### config.mk
export PLATFORM = sky130hd
export DESIGN_NAME = mfrm_monitor
export DESIGN_NICKNAME = d
export VERILOG_FILES = /design/src/mfrm_pkg.sv /design/src/mfrm_event_irq.sv /design/src/mfrm_level_cmp.sv /design/src/mfrm_monitor.sv
export SDC_FILE = /design/constraint.sdc
export NUM_CORES = 1
export LEC_CHECK = 0
export BUFFER_PORTS_ARGS = -buffer_cell sky130_fd_sc_hd__buf_2
export CORE_MARGIN = 2
export CORE_UTILIZATION = 50
export CTS_BUF_LIST = sky130_fd_sc_hd__clkbuf_2 sky130_fd_sc_hd__clkbuf_4 sky130_fd_sc_hd__clkbuf_8
export DETAILED_ROUTE_END_ITERATION = 10
export PLACE_DENSITY = 0.74
export SYNTH_ARGS = -nofsm -noshare
export SYNTH_HDL_FRONTEND = slang
export SYNTH_HIERARCHICAL = 1
export SYNTH_SLANG_ARGS = --single-unit
export TNS_END_PERCENT = 10
### constraint.sdc
create_clock -name sys_clk -period 2.9 [get_ports sys_clk]
set_clock_uncertainty 0.05 [all_clocks]
set_input_delay 0.725 -clock sys_clk [delete_from_list [all_inputs] [get_ports sys_clk]]
set_output_delay 0.725 -clock sys_clk [all_outputs]
set_load 0.02 [all_outputs]
### src/mfrm_pkg.sv
// Shared constants for the magnetic field range monitor.
package mfrm_pkg;

   ////////////////////////////////////////////////////////////////////////////////
   // Clock and timing.
   localparam int unsigned CLK_PERIOD_NS      = 10;
   localparam int unsigned SAMPLE_TIMEOUT_NS  = 10000;
   localparam int unsigned SAMPLE_TIMEOUT_CYC =
      (SAMPLE_TIMEOUT_NS + CLK_PERIOD_NS - 1) / CLK_PERIOD_NS;
   localparam int unsigned TMO_W              = 11;

   ////////////////////////////////////////////////////////////////////////////////
   // Register indices; the byte address is four times the index.
   localparam logic [7:0] REG_THRESH_IDX   = 8'h06;
   localparam logic [7:0] REG_STATUS_IDX   = 8'h1b;
   localparam logic [7:0] REG_IRQ_STAT_IDX = 8'h1c;
   localparam logic [7:0] REG_IRQ_MASK_IDX = 8'h1d;
   localparam logic [7:0] REG_FRONT_IDX    = 8'h1e;
   localparam int unsigned ADR_W           = 8;
   localparam int unsigned IDX_LSB         = 2;

   ////////////////////////////////////////////////////////////////////////////////
   // Threshold register layout and reset value.
   localparam int unsigned THR_HIGH_LSB = 5;
   localparam int unsigned THR_LOW_LSB  = 2;
   localparam int unsigned SEL_W        = 3;
   localparam logic [7:0]  THRESH_RST   = 8'he0;

   ////////////////////////////////////////////////////////////////////////////////
   // Status register layout.
   localparam int unsigned STAT_HIGH_FLAG_BIT = 7;
   localparam int unsigned STAT_LOW_FLAG_BIT  = 6;
   localparam int unsigned CODE_W             = 4;

   ////////////////////////////////////////////////////////////////////////////////
   // Range codes.
   localparam logic [3:0] CODE_IN_RANGE  = 4'h3;
   localparam logic [3:0] CODE_TOO_CLOSE = 4'hf;
   localparam logic [3:0] CODE_TOO_FAR   = 4'h0;

   ////////////////////////////////////////////////////////////////////////////////
   // Interrupt events.
   localparam int unsigned EVT_W          = 3;
   localparam int unsigned EVT_CHANGE_BIT = 0;
   localparam int unsigned EVT_FAULT_BIT  = 1;
   localparam int unsigned EVT_STALL_BIT  = 2;
   localparam logic [2:0]  IRQ_MASK_RST   = 3'h0;

   ////////////////////////////////////////////////////////////////////////////////
   // Field levels in mT for each threshold selection, and release hysteresis.
   localparam int unsigned FIELD_W = 8;
   localparam logic [7:0] LEVEL_MT [8] = '{
      8'h0f, 8'h1e, 8'h2d, 8'h3c, 8'h4b, 8'h62, 8'h70, 8'h7e
   };
   localparam logic [7:0] HYST_MT = 8'h06;

endpackage // mfrm_pkg

### src/mfrm_event_irq.sv
// Sticky event status with read-clear, mask and a level interrupt output.
`timescale 1ns/1ns
module mfrm_event_irq #(
   parameter int unsigned W = 3
) (
   // Clock and reset.
   input  wire logic         sys_clk,
   input  wire logic         rst_n,
   // Events and software side.
   input  wire logic [W-1:0] evt,
   input  wire logic         rd_clr,
   input  wire logic [W-1:0] mask,
   // Results.
   output logic [W-1:0]      status_ff,
   output logic              irq
);

   logic [W-1:0] nxt_status;

   // An event in the clearing cycle survives the clear.
   assign nxt_status = (status_ff & ~{W{rd_clr}}) | evt;

   always_ff @(posedge sys_clk or negedge rst_n) begin
      if (!rst_n) begin
         status_ff <= '0;
      end else begin
         status_ff <= nxt_status;
      end
   end

   assign irq = |(status_ff & mask);

endmodule // mfrm_event_irq

### src/mfrm_level_cmp.sv
// Field level comparator with release hysteresis for one channel and one threshold.
`timescale 1ns/1ns
module mfrm_level_cmp (
   // Clock and reset.
   input  wire logic                              sys_clk,
   input  wire logic                              rst_n,
   // Sample and threshold.
   input  wire logic                              sample_valid,
   input  wire logic [mfrm_pkg::FIELD_W-1:0]      field,
   input  wire logic [mfrm_pkg::FIELD_W-1:0]      level,
   // Result.
   output logic                                   above_ff
);

   logic [mfrm_pkg::FIELD_W-1:0] release_level;
   logic                         nxt_above;

   // Saturate so a small level never wraps into a huge release point.
   assign release_level = (level > mfrm_pkg::HYST_MT) ? level - mfrm_pkg::HYST_MT
                                                      : '0;

   // Hysteresis keeps noise near a threshold from toggling the result each sample.
   always_comb begin
      nxt_above = above_ff;
      if (field >= level) begin
         nxt_above = 1'b1;
      end else if (field < release_level) begin
         nxt_above = 1'b0;
      end
   end

   always_ff @(posedge sys_clk or negedge rst_n) begin
      if (!rst_n) begin
         above_ff <= 1'b0;
      end else if (sample_valid) begin
         above_ff <= nxt_above;
      end
   end

endmodule // mfrm_level_cmp

### src/mfrm_monitor.sv
// Magnetic field range monitor: thresholds, range code, flags, registers, interrupt.
//
// Overview of operation
// - A 4-bit field range code sits in status register 27.
// - Low and high thresholds each come from a 3-bit field of register 6.
// - Field between thresholds gives code 0011, also meaning front end acquires.
// - Field above both thresholds, magnet too close, gives code 1111.
// - Field below both thresholds, magnet far or absent, gives code 0000.
// - Other table codes appear only when the Hall array has a functional error; here they also appear when low is set above high.
// - Reset selects low threshold 15mT and high threshold 111, 126mT.
// - High flag at bit 7, low flag at bit 6, both also on pins.
// - A read addressed to register 27 returns its contents in that transfer.
//
// Register map; the byte address is four times the index, data sits in byte lane 0.
//   Index 6: [7:5] high select, [4:2] low select, [1:0] spare storage.
//   Index 27: [7] high flag, [6] low flag, [5:4] zero, [3:0] range code.
//   Index 28: [0] code changed, [1] invalid code, [2] sample stall; a read clears it.
//   Index 29: interrupt mask [2:0]; a one lets the matching event drive irq.
//   Index 30: [0] stalled, no sample seen for the whole watchdog period.
// Unmapped indices read as zero and ignore writes, and every request is acked.
//
// Local design decisions: the Wishbone slave port and the address map.
`timescale 1ns/1ns
module mfrm_monitor (
   // Clock and reset.
   input  wire logic                              sys_clk,
   input  wire logic                              rst_n,
   // Hall front end samples, one per channel.
   input  wire logic                              sample_valid,
   input  wire logic [mfrm_pkg::FIELD_W-1:0]      field_a,
   input  wire logic [mfrm_pkg::FIELD_W-1:0]      field_b,
   // Wishbone slave.
   input  wire logic                              wb_cyc_i,
   input  wire logic                              wb_stb_i,
   input  wire logic                              wb_we_i,
   input  wire logic [mfrm_pkg::ADR_W-1:0]        wb_adr_i,
   input  wire logic [3:0]                        wb_sel_i,
   input  wire logic [31:0]                       wb_dat_i,
   output logic [31:0]                            wb_dat_o,
   output logic                                   wb_ack_o,
   // Flag pins and interrupt.
   output logic                                   field_high_flag,
   output logic                                   field_low_flag,
   output logic                                   irq
);

   ////////////////////////////////////////////////////////////////////////////////
   // Declarations.
   // Registers first, then the threshold path, then events and the bus side.
   logic [7:0]                              thresh_ff;
   logic [mfrm_pkg::EVT_W-1:0]              irq_mask_ff;
   logic [mfrm_pkg::CODE_W-1:0]             range_code_ff;
   logic [mfrm_pkg::CODE_W-1:0]             nxt_code;
   logic                                    sample_d_ff;
   logic                                    stalled_ff;
   logic [mfrm_pkg::TMO_W-1:0]              tmo_cnt_ff;
   logic                                    tmo_hit;
   logic                                    ack_ff;
   logic [31:0]                             rdata_ff;
   logic                                    high_flag_ff;
   logic                                    low_flag_ff;

   // Threshold and comparator path.
   logic [mfrm_pkg::SEL_W-1:0]              low_field_threshold_sel;
   logic [mfrm_pkg::SEL_W-1:0]              high_field_threshold_sel;
   logic [mfrm_pkg::FIELD_W-1:0]            low_field_level;
   logic [mfrm_pkg::FIELD_W-1:0]            high_field_level;
   logic [1:0]                              above_low;
   logic [1:0]                              above_high;
   logic [mfrm_pkg::FIELD_W-1:0]            ch_field [2];

   // Events and bus side.
   logic [mfrm_pkg::EVT_W-1:0]              evt;
   logic [mfrm_pkg::EVT_W-1:0]              irq_status;
   logic                                    req;
   logic                                    access;
   logic [mfrm_pkg::ADR_W-1:0]              idx;
   logic                                    code_valid;
   logic                                    fault_code;
   logic [31:0]                             nxt_rdata;
   logic                                    wr_en;
   logic                                    wr_thresh;
   logic                                    wr_mask;
   logic                                    rd_irq_clr;
   logic                                    stall_evt;

   ////////////////////////////////////////////////////////////////////////////////
   // Threshold selection.
   // Low may be set above high; the code then reports what the comparators see.
   assign low_field_threshold_sel  = thresh_ff[mfrm_pkg::THR_LOW_LSB +: mfrm_pkg::SEL_W];
   assign high_field_threshold_sel = thresh_ff[mfrm_pkg::THR_HIGH_LSB +: mfrm_pkg::SEL_W];
   assign low_field_level  = mfrm_pkg::LEVEL_MT[low_field_threshold_sel];
   assign high_field_level = mfrm_pkg::LEVEL_MT[high_field_threshold_sel];

   // Channel A alone drives the flag pins; channel B only takes part in the code.
   assign ch_field[0] = field_a;
   assign ch_field[1] = field_b;

   ////////////////////////////////////////////////////////////////////////////////
   // Comparators: each of the two Hall channels is checked against both levels.
   // Channels disagreeing, or a channel above high but not above low, come from a
   // broken array or from low set above high, which is how invalid codes arise.
   for (genvar ch = 0; ch < 2; ch++) begin : g_ch
      mfrm_level_cmp u_low (
         .sys_clk      (sys_clk),
         .rst_n        (rst_n),
         .sample_valid (sample_valid),
         .field        (ch_field[ch]),
         .level        (low_field_level),
         .above_ff     (above_low[ch])
      );
      mfrm_level_cmp u_high (
         .sys_clk      (sys_clk),
         .rst_n        (rst_n),
         .sample_valid (sample_valid),
         .field        (ch_field[ch]),
         .level        (high_field_level),
         .above_ff     (above_high[ch])
      );
   end

   // Code layout: high channel B, high channel A, low channel B, low channel A.
   assign nxt_code = {above_high[1], above_high[0], above_low[1], above_low[0]};

   // Health is judged on the code being loaded, so the fault event lands on the
   // same edge as the code it reports. Unlisted patterns count as faults too.
   always_comb begin
      code_valid = 1'b0;
      case (nxt_code)
         mfrm_pkg::CODE_IN_RANGE: begin
            code_valid = 1'b1;
         end
         mfrm_pkg::CODE_TOO_CLOSE: begin
            code_valid = 1'b1;
         end
         mfrm_pkg::CODE_TOO_FAR: begin
            code_valid = 1'b1;
         end
         default: begin
            code_valid = 1'b0;
         end
      endcase
   end
   assign fault_code = ~code_valid;

   ////////////////////////////////////////////////////////////////////////////////
   // Sample watchdog. If the front end stops acquiring, the code falls to 0000
   // so that 0011 is never left standing from stale samples.
   assign tmo_hit = (tmo_cnt_ff == mfrm_pkg::TMO_W'(mfrm_pkg::SAMPLE_TIMEOUT_CYC - 1));
   // The counter parks at its last count, so a gap raises the stall event once.
   assign stall_evt = tmo_hit && !stalled_ff;

   always_ff @(posedge sys_clk or negedge rst_n) begin
      if (!rst_n) begin
         tmo_cnt_ff <= '0;
      end else if (sample_valid) begin
         tmo_cnt_ff <= '0;
      end else if (!tmo_hit) begin
         tmo_cnt_ff <= tmo_cnt_ff + 1'b1;
      end
   end

   always_ff @(posedge sys_clk or negedge rst_n) begin
      if (!rst_n) begin
         stalled_ff <= 1'b0;
      end else if (sample_valid) begin
         stalled_ff <= 1'b0;
      end else if (tmo_hit) begin
         stalled_ff <= 1'b1;
      end
   end

   ////////////////////////////////////////////////////////////////////////////////
   // Range code register, loaded one cycle after each sample.
   // All four comparator bits are taken together on the edge after the sample.
   always_ff @(posedge sys_clk or negedge rst_n) begin
      if (!rst_n) begin
         sample_d_ff <= 1'b0;
      end else begin
         sample_d_ff <= sample_valid;
      end
   end

   always_ff @(posedge sys_clk or negedge rst_n) begin
      if (!rst_n) begin
         range_code_ff <= mfrm_pkg::CODE_TOO_FAR;
      end else if (sample_d_ff) begin
         range_code_ff <= nxt_code;
      end else if (stall_evt) begin
         range_code_ff <= mfrm_pkg::CODE_TOO_FAR;
      end
   end

   ////////////////////////////////////////////////////////////////////////////////
   // Alarm flags follow channel A, registered for the pins.
   // The pins trail the code by one edge, so a status read right after a sample
   // may show flags that still belong to the previous code.
   always_ff @(posedge sys_clk or negedge rst_n) begin
      if (!rst_n) begin
         high_flag_ff <= 1'b0;
         low_flag_ff  <= 1'b1;
      end else begin
         high_flag_ff <= range_code_ff[2];
         low_flag_ff  <= ~range_code_ff[0];
      end
   end

   assign field_high_flag = high_flag_ff;
   assign field_low_flag  = low_flag_ff;

   ////////////////////////////////////////////////////////////////////////////////
   // Interrupt events.
   assign evt[mfrm_pkg::EVT_CHANGE_BIT] = sample_d_ff && (nxt_code != range_code_ff);
   assign evt[mfrm_pkg::EVT_FAULT_BIT]  = sample_d_ff && fault_code;
   assign evt[mfrm_pkg::EVT_STALL_BIT]  = stall_evt;

   ////////////////////////////////////////////////////////////////////////////////
   // Wishbone slave. Ack rises one cycle after the request and drops the next;
   // writes and read side effects happen on the edge where the master sees ack.
   // A master that keeps its request up is acked again every other cycle.
   assign req    = wb_cyc_i && wb_stb_i;
   assign access = req && ack_ff;
   assign idx    = {2'b00, wb_adr_i[mfrm_pkg::ADR_W-1:mfrm_pkg::IDX_LSB]};

   always_ff @(posedge sys_clk or negedge rst_n) begin
      if (!rst_n) begin
         ack_ff <= 1'b0;
      end else begin
         ack_ff <= req && !ack_ff;
      end
   end

   assign wb_ack_o = ack_ff;

   // Only byte lane 0 carries register bits: a write without it is acked and dropped.
   assign wr_en      = access && wb_we_i && wb_sel_i[0];
   assign wr_thresh  = wr_en && (idx == mfrm_pkg::REG_THRESH_IDX);
   assign wr_mask    = wr_en && (idx == mfrm_pkg::REG_IRQ_MASK_IDX);
   assign rd_irq_clr = access && !wb_we_i && (idx == mfrm_pkg::REG_IRQ_STAT_IDX);

   // Threshold writes take effect at once; the code follows at the next sample.
   always_ff @(posedge sys_clk or negedge rst_n) begin
      if (!rst_n) begin
         thresh_ff <= mfrm_pkg::THRESH_RST;
      end else if (wr_thresh) begin
         thresh_ff <= wb_dat_i[7:0];
      end
   end

   // The mask resets to zero, so irq stays low until software opts in.
   always_ff @(posedge sys_clk or negedge rst_n) begin
      if (!rst_n) begin
         irq_mask_ff <= mfrm_pkg::IRQ_MASK_RST;
      end else if (wr_mask) begin
         irq_mask_ff <= wb_dat_i[mfrm_pkg::EVT_W-1:0];
      end
   end

   // Read data is captured with the ack; unmapped indices read as zero.
   always_comb begin
      nxt_rdata = '0;
      if (idx == mfrm_pkg::REG_THRESH_IDX) begin
         nxt_rdata[7:0] = thresh_ff;
      end else if (idx == mfrm_pkg::REG_STATUS_IDX) begin
         nxt_rdata[mfrm_pkg::STAT_HIGH_FLAG_BIT] = high_flag_ff;
         nxt_rdata[mfrm_pkg::STAT_LOW_FLAG_BIT]  = low_flag_ff;
         nxt_rdata[mfrm_pkg::CODE_W-1:0]         = range_code_ff;
      end else if (idx == mfrm_pkg::REG_IRQ_STAT_IDX) begin
         nxt_rdata[mfrm_pkg::EVT_W-1:0] = irq_status;
      end else if (idx == mfrm_pkg::REG_IRQ_MASK_IDX) begin
         nxt_rdata[mfrm_pkg::EVT_W-1:0] = irq_mask_ff;
      end else if (idx == mfrm_pkg::REG_FRONT_IDX) begin
         nxt_rdata[0] = stalled_ff;
      end
   end

   // Taken on the request edge, the data stands with ack and holds until the next read.
   always_ff @(posedge sys_clk or negedge rst_n) begin
      if (!rst_n) begin
         rdata_ff <= '0;
      end else if (req && !ack_ff && !wb_we_i) begin
         rdata_ff <= nxt_rdata;
      end
   end

   assign wb_dat_o = rdata_ff;

   ////////////////////////////////////////////////////////////////////////////////
   // Interrupt status, cleared by a completed read of its register.
   // Masking only gates irq; the status bits keep recording every event.
   mfrm_event_irq #(
      .W (mfrm_pkg::EVT_W)
   ) u_irq (
      .sys_clk   (sys_clk),
      .rst_n     (rst_n),
      .evt       (evt),
      .rd_clr    (rd_irq_clr),
      .mask      (irq_mask_ff),
      .status_ff (irq_status),
      .irq       (irq)
   );

endmodule // mfrm_monitor

==> impl_metrics.xml <==
<?xml version="1.0" encoding="UTF-8"?>
<metrics>
  <group name="worst_hold_path">
    <metric name="min-delay-path-class" unit="">input port to async pin</metric>
  </group>
  <group name="drt">
    <metric name="via_count" unit="">4182</metric>
    <metric name="via_per_inst" unit="">5.659</metric>
    <metric name="initialDrtViolationCount" unit="">185</metric>
    <metric name="wl_per_cell" unit="µm">15.67</metric>
    <metric name="drc_errors" unit="">0</metric>
    <metric name="antenna_left" unit="">0</metric>
    <metric name="dr.pass1.iters" unit="">4</metric>
    <metric name="route.final.wire_length" unit="µm">11580</metric>
  </group>
  <group name="floorplan">
    <metric name="io_pins" unit="">102</metric>
    <metric name="initial_utilization" unit="">0.5185</metric>
    <metric name="core_area" unit="mm²">0.008806</metric>
    <metric name="fp.dieArea" unit="mm²">0.009911</metric>
    <metric name="placement_rows" unit="">34</metric>
    <metric name="floorplan.die.height" unit="µm">99.56</metric>
    <metric name="die_width" unit="µm">99.56</metric>
  </group>
  <group name="worst_setup_path">
    <metric name="crit_path_end_kind" unit="">flip-flop</metric>
    <metric name="critical_path_depth" unit="">13</metric>
    <metric name="critPathMaxStageDelay" unit="ps">390</metric>
    <metric name="critical_path.n_buffers_inverters" unit="">1</metric>
    <metric name="worst-endpoint-arrival" unit="ps">3020</metric>
    <metric name="setup.worst_path.start" unit="">thresh_ff[5]</metric>
    <metric name="r2r_cell_count" unit="">13</metric>
    <metric name="cp_cell_sequence" unit="">buf_4 -&gt; ha_1 -&gt; nand2b_4 -&gt; ha_4 -&gt; nor3_4 -&gt; and3_4 -&gt; mux2i_1 -&gt; ha_1 -&gt; nand2_2 -&gt; o2111ai_4 -&gt; a211o_1 -&gt; nor2_2 -&gt; o22ai_2</metric>
    <metric name="worst_path_max_delay_cell" unit="">dfstp_2</metric>
    <metric name="r2r_end" unit="">g_ch[0].u_high/above_ff</metric>
    <metric name="reg2reg_from" unit="">thresh_ff[5]</metric>
    <metric name="reg2reg_slack" unit="ps">7</metric>
    <metric name="setup.worst_path.end" unit="">g_ch[0].u_high/above_ff</metric>
    <metric name="cp_common_cell" unit="">ha_1</metric>
    <metric name="timing.critical_path.max_delay_family" unit="">simple AND/OR/NAND/NOR gates</metric>
    <metric name="cp_max_fo" unit="">4</metric>
    <metric name="worstPathRequired" unit="ps">3020</metric>
    <metric name="criticalPathCategory" unit="">flip-flop to flip-flop</metric>
    <metric name="worstSetupStartpointType" unit="">flip-flop</metric>
  </group>
  <group name="clock_tree">
    <metric name="cts-root-to-sink-buffers" unit="">2</metric>
    <metric name="cts_tree" unit="">built</metric>
    <metric name="clock_network_latency_to_the_later_pin_of_the_worst_skew_pair" unit="ps">300</metric>
    <metric name="cts.sinks" unit="">46</metric>
    <metric name="cts-buffers-inserted" unit="">5</metric>
    <metric name="htree_levels" unit="">2</metric>
    <metric name="post_cts_hold_buffer_count" unit="">0</metric>
    <metric name="clkTransAtPathRegs" unit="ps">90</metric>
    <metric name="cts_root_buffer" unit="">clkbuf_8</metric>
  </group>
  <group name="sta">
    <metric name="finalHoldViolCount" unit="">0</metric>
    <metric name="setup_tns" unit="ps">0</metric>
    <metric name="clock.fmax" unit="GHz">0.3456</metric>
    <metric name="finalWorstSetupSlack" unit="ps">6.783</metric>
    <metric name="max_slew.worst_pin.slew" unit="ps">558.5</metric>
    <metric name="final_setup_violation_count" unit="">0</metric>
    <metric name="timing_max_transition_violations_final" unit="">0</metric>
    <metric name="maxSlewHeadroom" unit="">0.6276</metric>
    <metric name="rsz0062_at_grt" unit="">true</metric>
    <metric name="finalCriticalPeriod" unit="ps">2893</metric>
    <metric name="post-route-period-util" unit="">0.9977</metric>
  </group>
  <group name="status">
    <metric name="run_status" unit="">finished, final reports clean</metric>
  </group>
  <group name="global_route">
    <metric name="vias_in_the_first_global_route" unit="">4067</metric>
    <metric name="groute.usage.overall" unit="">0.2245</metric>
    <metric name="grt_first_pass_wirelength" unit="µm">18510</metric>
    <metric name="antenna_found_initial" unit="">0</metric>
    <metric name="gr_overflow_total" unit="">0</metric>
    <metric name="grt_max_degree" unit="">25</metric>
  </group>
  <group name="synthesis">
    <metric name="seq_area_frac_synth" unit="">0.2532</metric>
    <metric name="synthArstFlopShare" unit="">1.000</metric>
    <metric name="post_synthesis_cell_count" unit="">518</metric>
    <metric name="cell_type_with_the_largest_total_area_after_synthesis" unit="">dfrtp_1</metric>
    <metric name="synth_top_cells_by_area" unit="">dfrtp_1 (23%), ha_1 (20%), nand2_1 (5.0%)</metric>
    <metric name="synthesis.yosys.warnings" unit="">6</metric>
    <metric name="synth_ff_type" unit="">dfrtp_1</metric>
    <metric name="syn_avg_cell_area" unit="µm²">8.814</metric>
    <metric name="post-synth-top-area-fraction" unit="">0.2302</metric>
    <metric name="synth.ff_latch_count" unit="">46</metric>
    <metric name="synth_cell_types" unit="">62</metric>
    <metric name="netlist_area" unit="mm²">0.004566</metric>
    <metric name="synth-edff-count" unit="">0</metric>
  </group>
  <group name="placed_design">
    <metric name="portBuffers" unit="">48</metric>
    <metric name="place_hpwl" unit="µm">8867</metric>
    <metric name="placement.setup.worst_slack" unit="ps">-155.9</metric>
    <metric name="place_congestion" unit="">0.8770</metric>
  </group>
  <group name="cells_and_area">
    <metric name="area.growth.synth_to_final" unit="%">25.82</metric>
    <metric name="antenna_cells" unit="">0</metric>
    <metric name="drive_gt1_frac" unit="">0.3201</metric>
    <metric name="final_nets" unit="">769</metric>
    <metric name="commonest_non_fill_non_tap_cell_in_the_layout" unit="">ha_1</metric>
    <metric name="final_core_util" unit="">0.6523</metric>
    <metric name="mostFrequentLayoutCells" unit="">ha_1 (62), nand2_1 (52), buf_4 (52)</metric>
  </group>
  <group name="power">
    <metric name="vdd_drop_max" unit="mV">0.2321</metric>
    <metric name="static_leakage_power" unit="nW">2.717</metric>
    <metric name="powerDensity" unit="mW/mm²">278.8</metric>
  </group>
  <group name="job">
    <metric name="max_cap_viol_count" unit="">0</metric>
  </group>
</metrics>
[state kept, by name, summed over array words and instances, names as in the netlist]
name	cells
sample_d_ff	1
g_ch.u_low/above_ff	2
tmo_cnt_ff	11
field_high_flag	1
field_low_flag	1
stalled_ff	1
g_ch.u_high/above_ff	2
thresh_ff	8
range_code_ff	4
u_irq/status_ff	3
irq_mask_ff	3
wb_dat_o	8
wb_ack_o	1
[logic make-up (layout without fill, tap and decap cells)]
logic type	count (synthesis)	after routing	synth area share
AOI/OAI and AO/OA	104	104	0.1532
xor gates and xnor gates	16	16	0.03069
muxes	22	22	0.05234
DFF	46	46	0.2532
other	1	38	0.0008214
buffers and inverters	79	155	0.08659
adders and majority gates	73	73	0.2001
and+or+nand+nor	177	177	0.2231
[routing by layer]
metal	part of all wire	vias to the layer above	wire (µm)	track usage
met1	0.42	1990	4876	0.2851
met2	0.52	132	5995	0.4023
met3	0.042	23	488	0.02038
li1	-	2037	-	-
met5	0	-	0	0
met4	0.019	0	218	0.07060
[worst min path at each step]
stage | to | slack, ps | depth (start not counted)
global route | range_code_ff[0] | 370 | 1
detailed placement | field_high_flag | 400 | 0
CTS | range_code_ff[0] | 350 | 1
global placement | field_high_flag | 400 | 0
floorplan | field_high_flag | 360 | 0
finish | range_code_ff[2] | 340 | 1
[what timing repair did]
action                     in CTS  in global routing
setup buffers                   2                  9
setup endpoints to repair       4                  4
resized for setup              15                 57
pin swaps                       2                 22
[synth_stat cells, drive strengths merged (11+ instances only)]
cell and instances:
nor3 14, nor2 27, a21oi 16, a21o 11, nand4 14, o21ai 27
nand2 61, nand2b 12, inv 44, ha 73, mux2 12, buf 26
nand3 20, dfrtp 42
[final cells by class]
cell class | instances | area [µm²]
clock buffer | 5 | 68.82
clock inverter | 3 | 45.04
fill | 672 | 3062
inverter | 44 | 167.7
multi-input combinational | 430 | 3496
sequential | 46 | 1159
tap | 108 | 135.1
timing repair buffer | 103 | 673.1
[metrics by stage]
stage               std cells  hold WS [ps]  cell area (µm²)  total power, mW
finish                    739         342.7             5744            1.602
global route              739         374.2             5744            1.684
CTS                       731         350.5             5389            1.568
detailed placement        721         397.9             5213            1.088
global placement          721         395.2             5213            1.066
floorplan                 555         362.1             4718           0.9719
[where the power goes]
part           leakage, nW  internal, mW  switching, mW
Sequential           0.592         0.678         0.0481
Combinational         2.08         0.162          0.233
Clock               0.0504         0.256          0.225
Note: power is estimated with default switching activity, not from simulation.
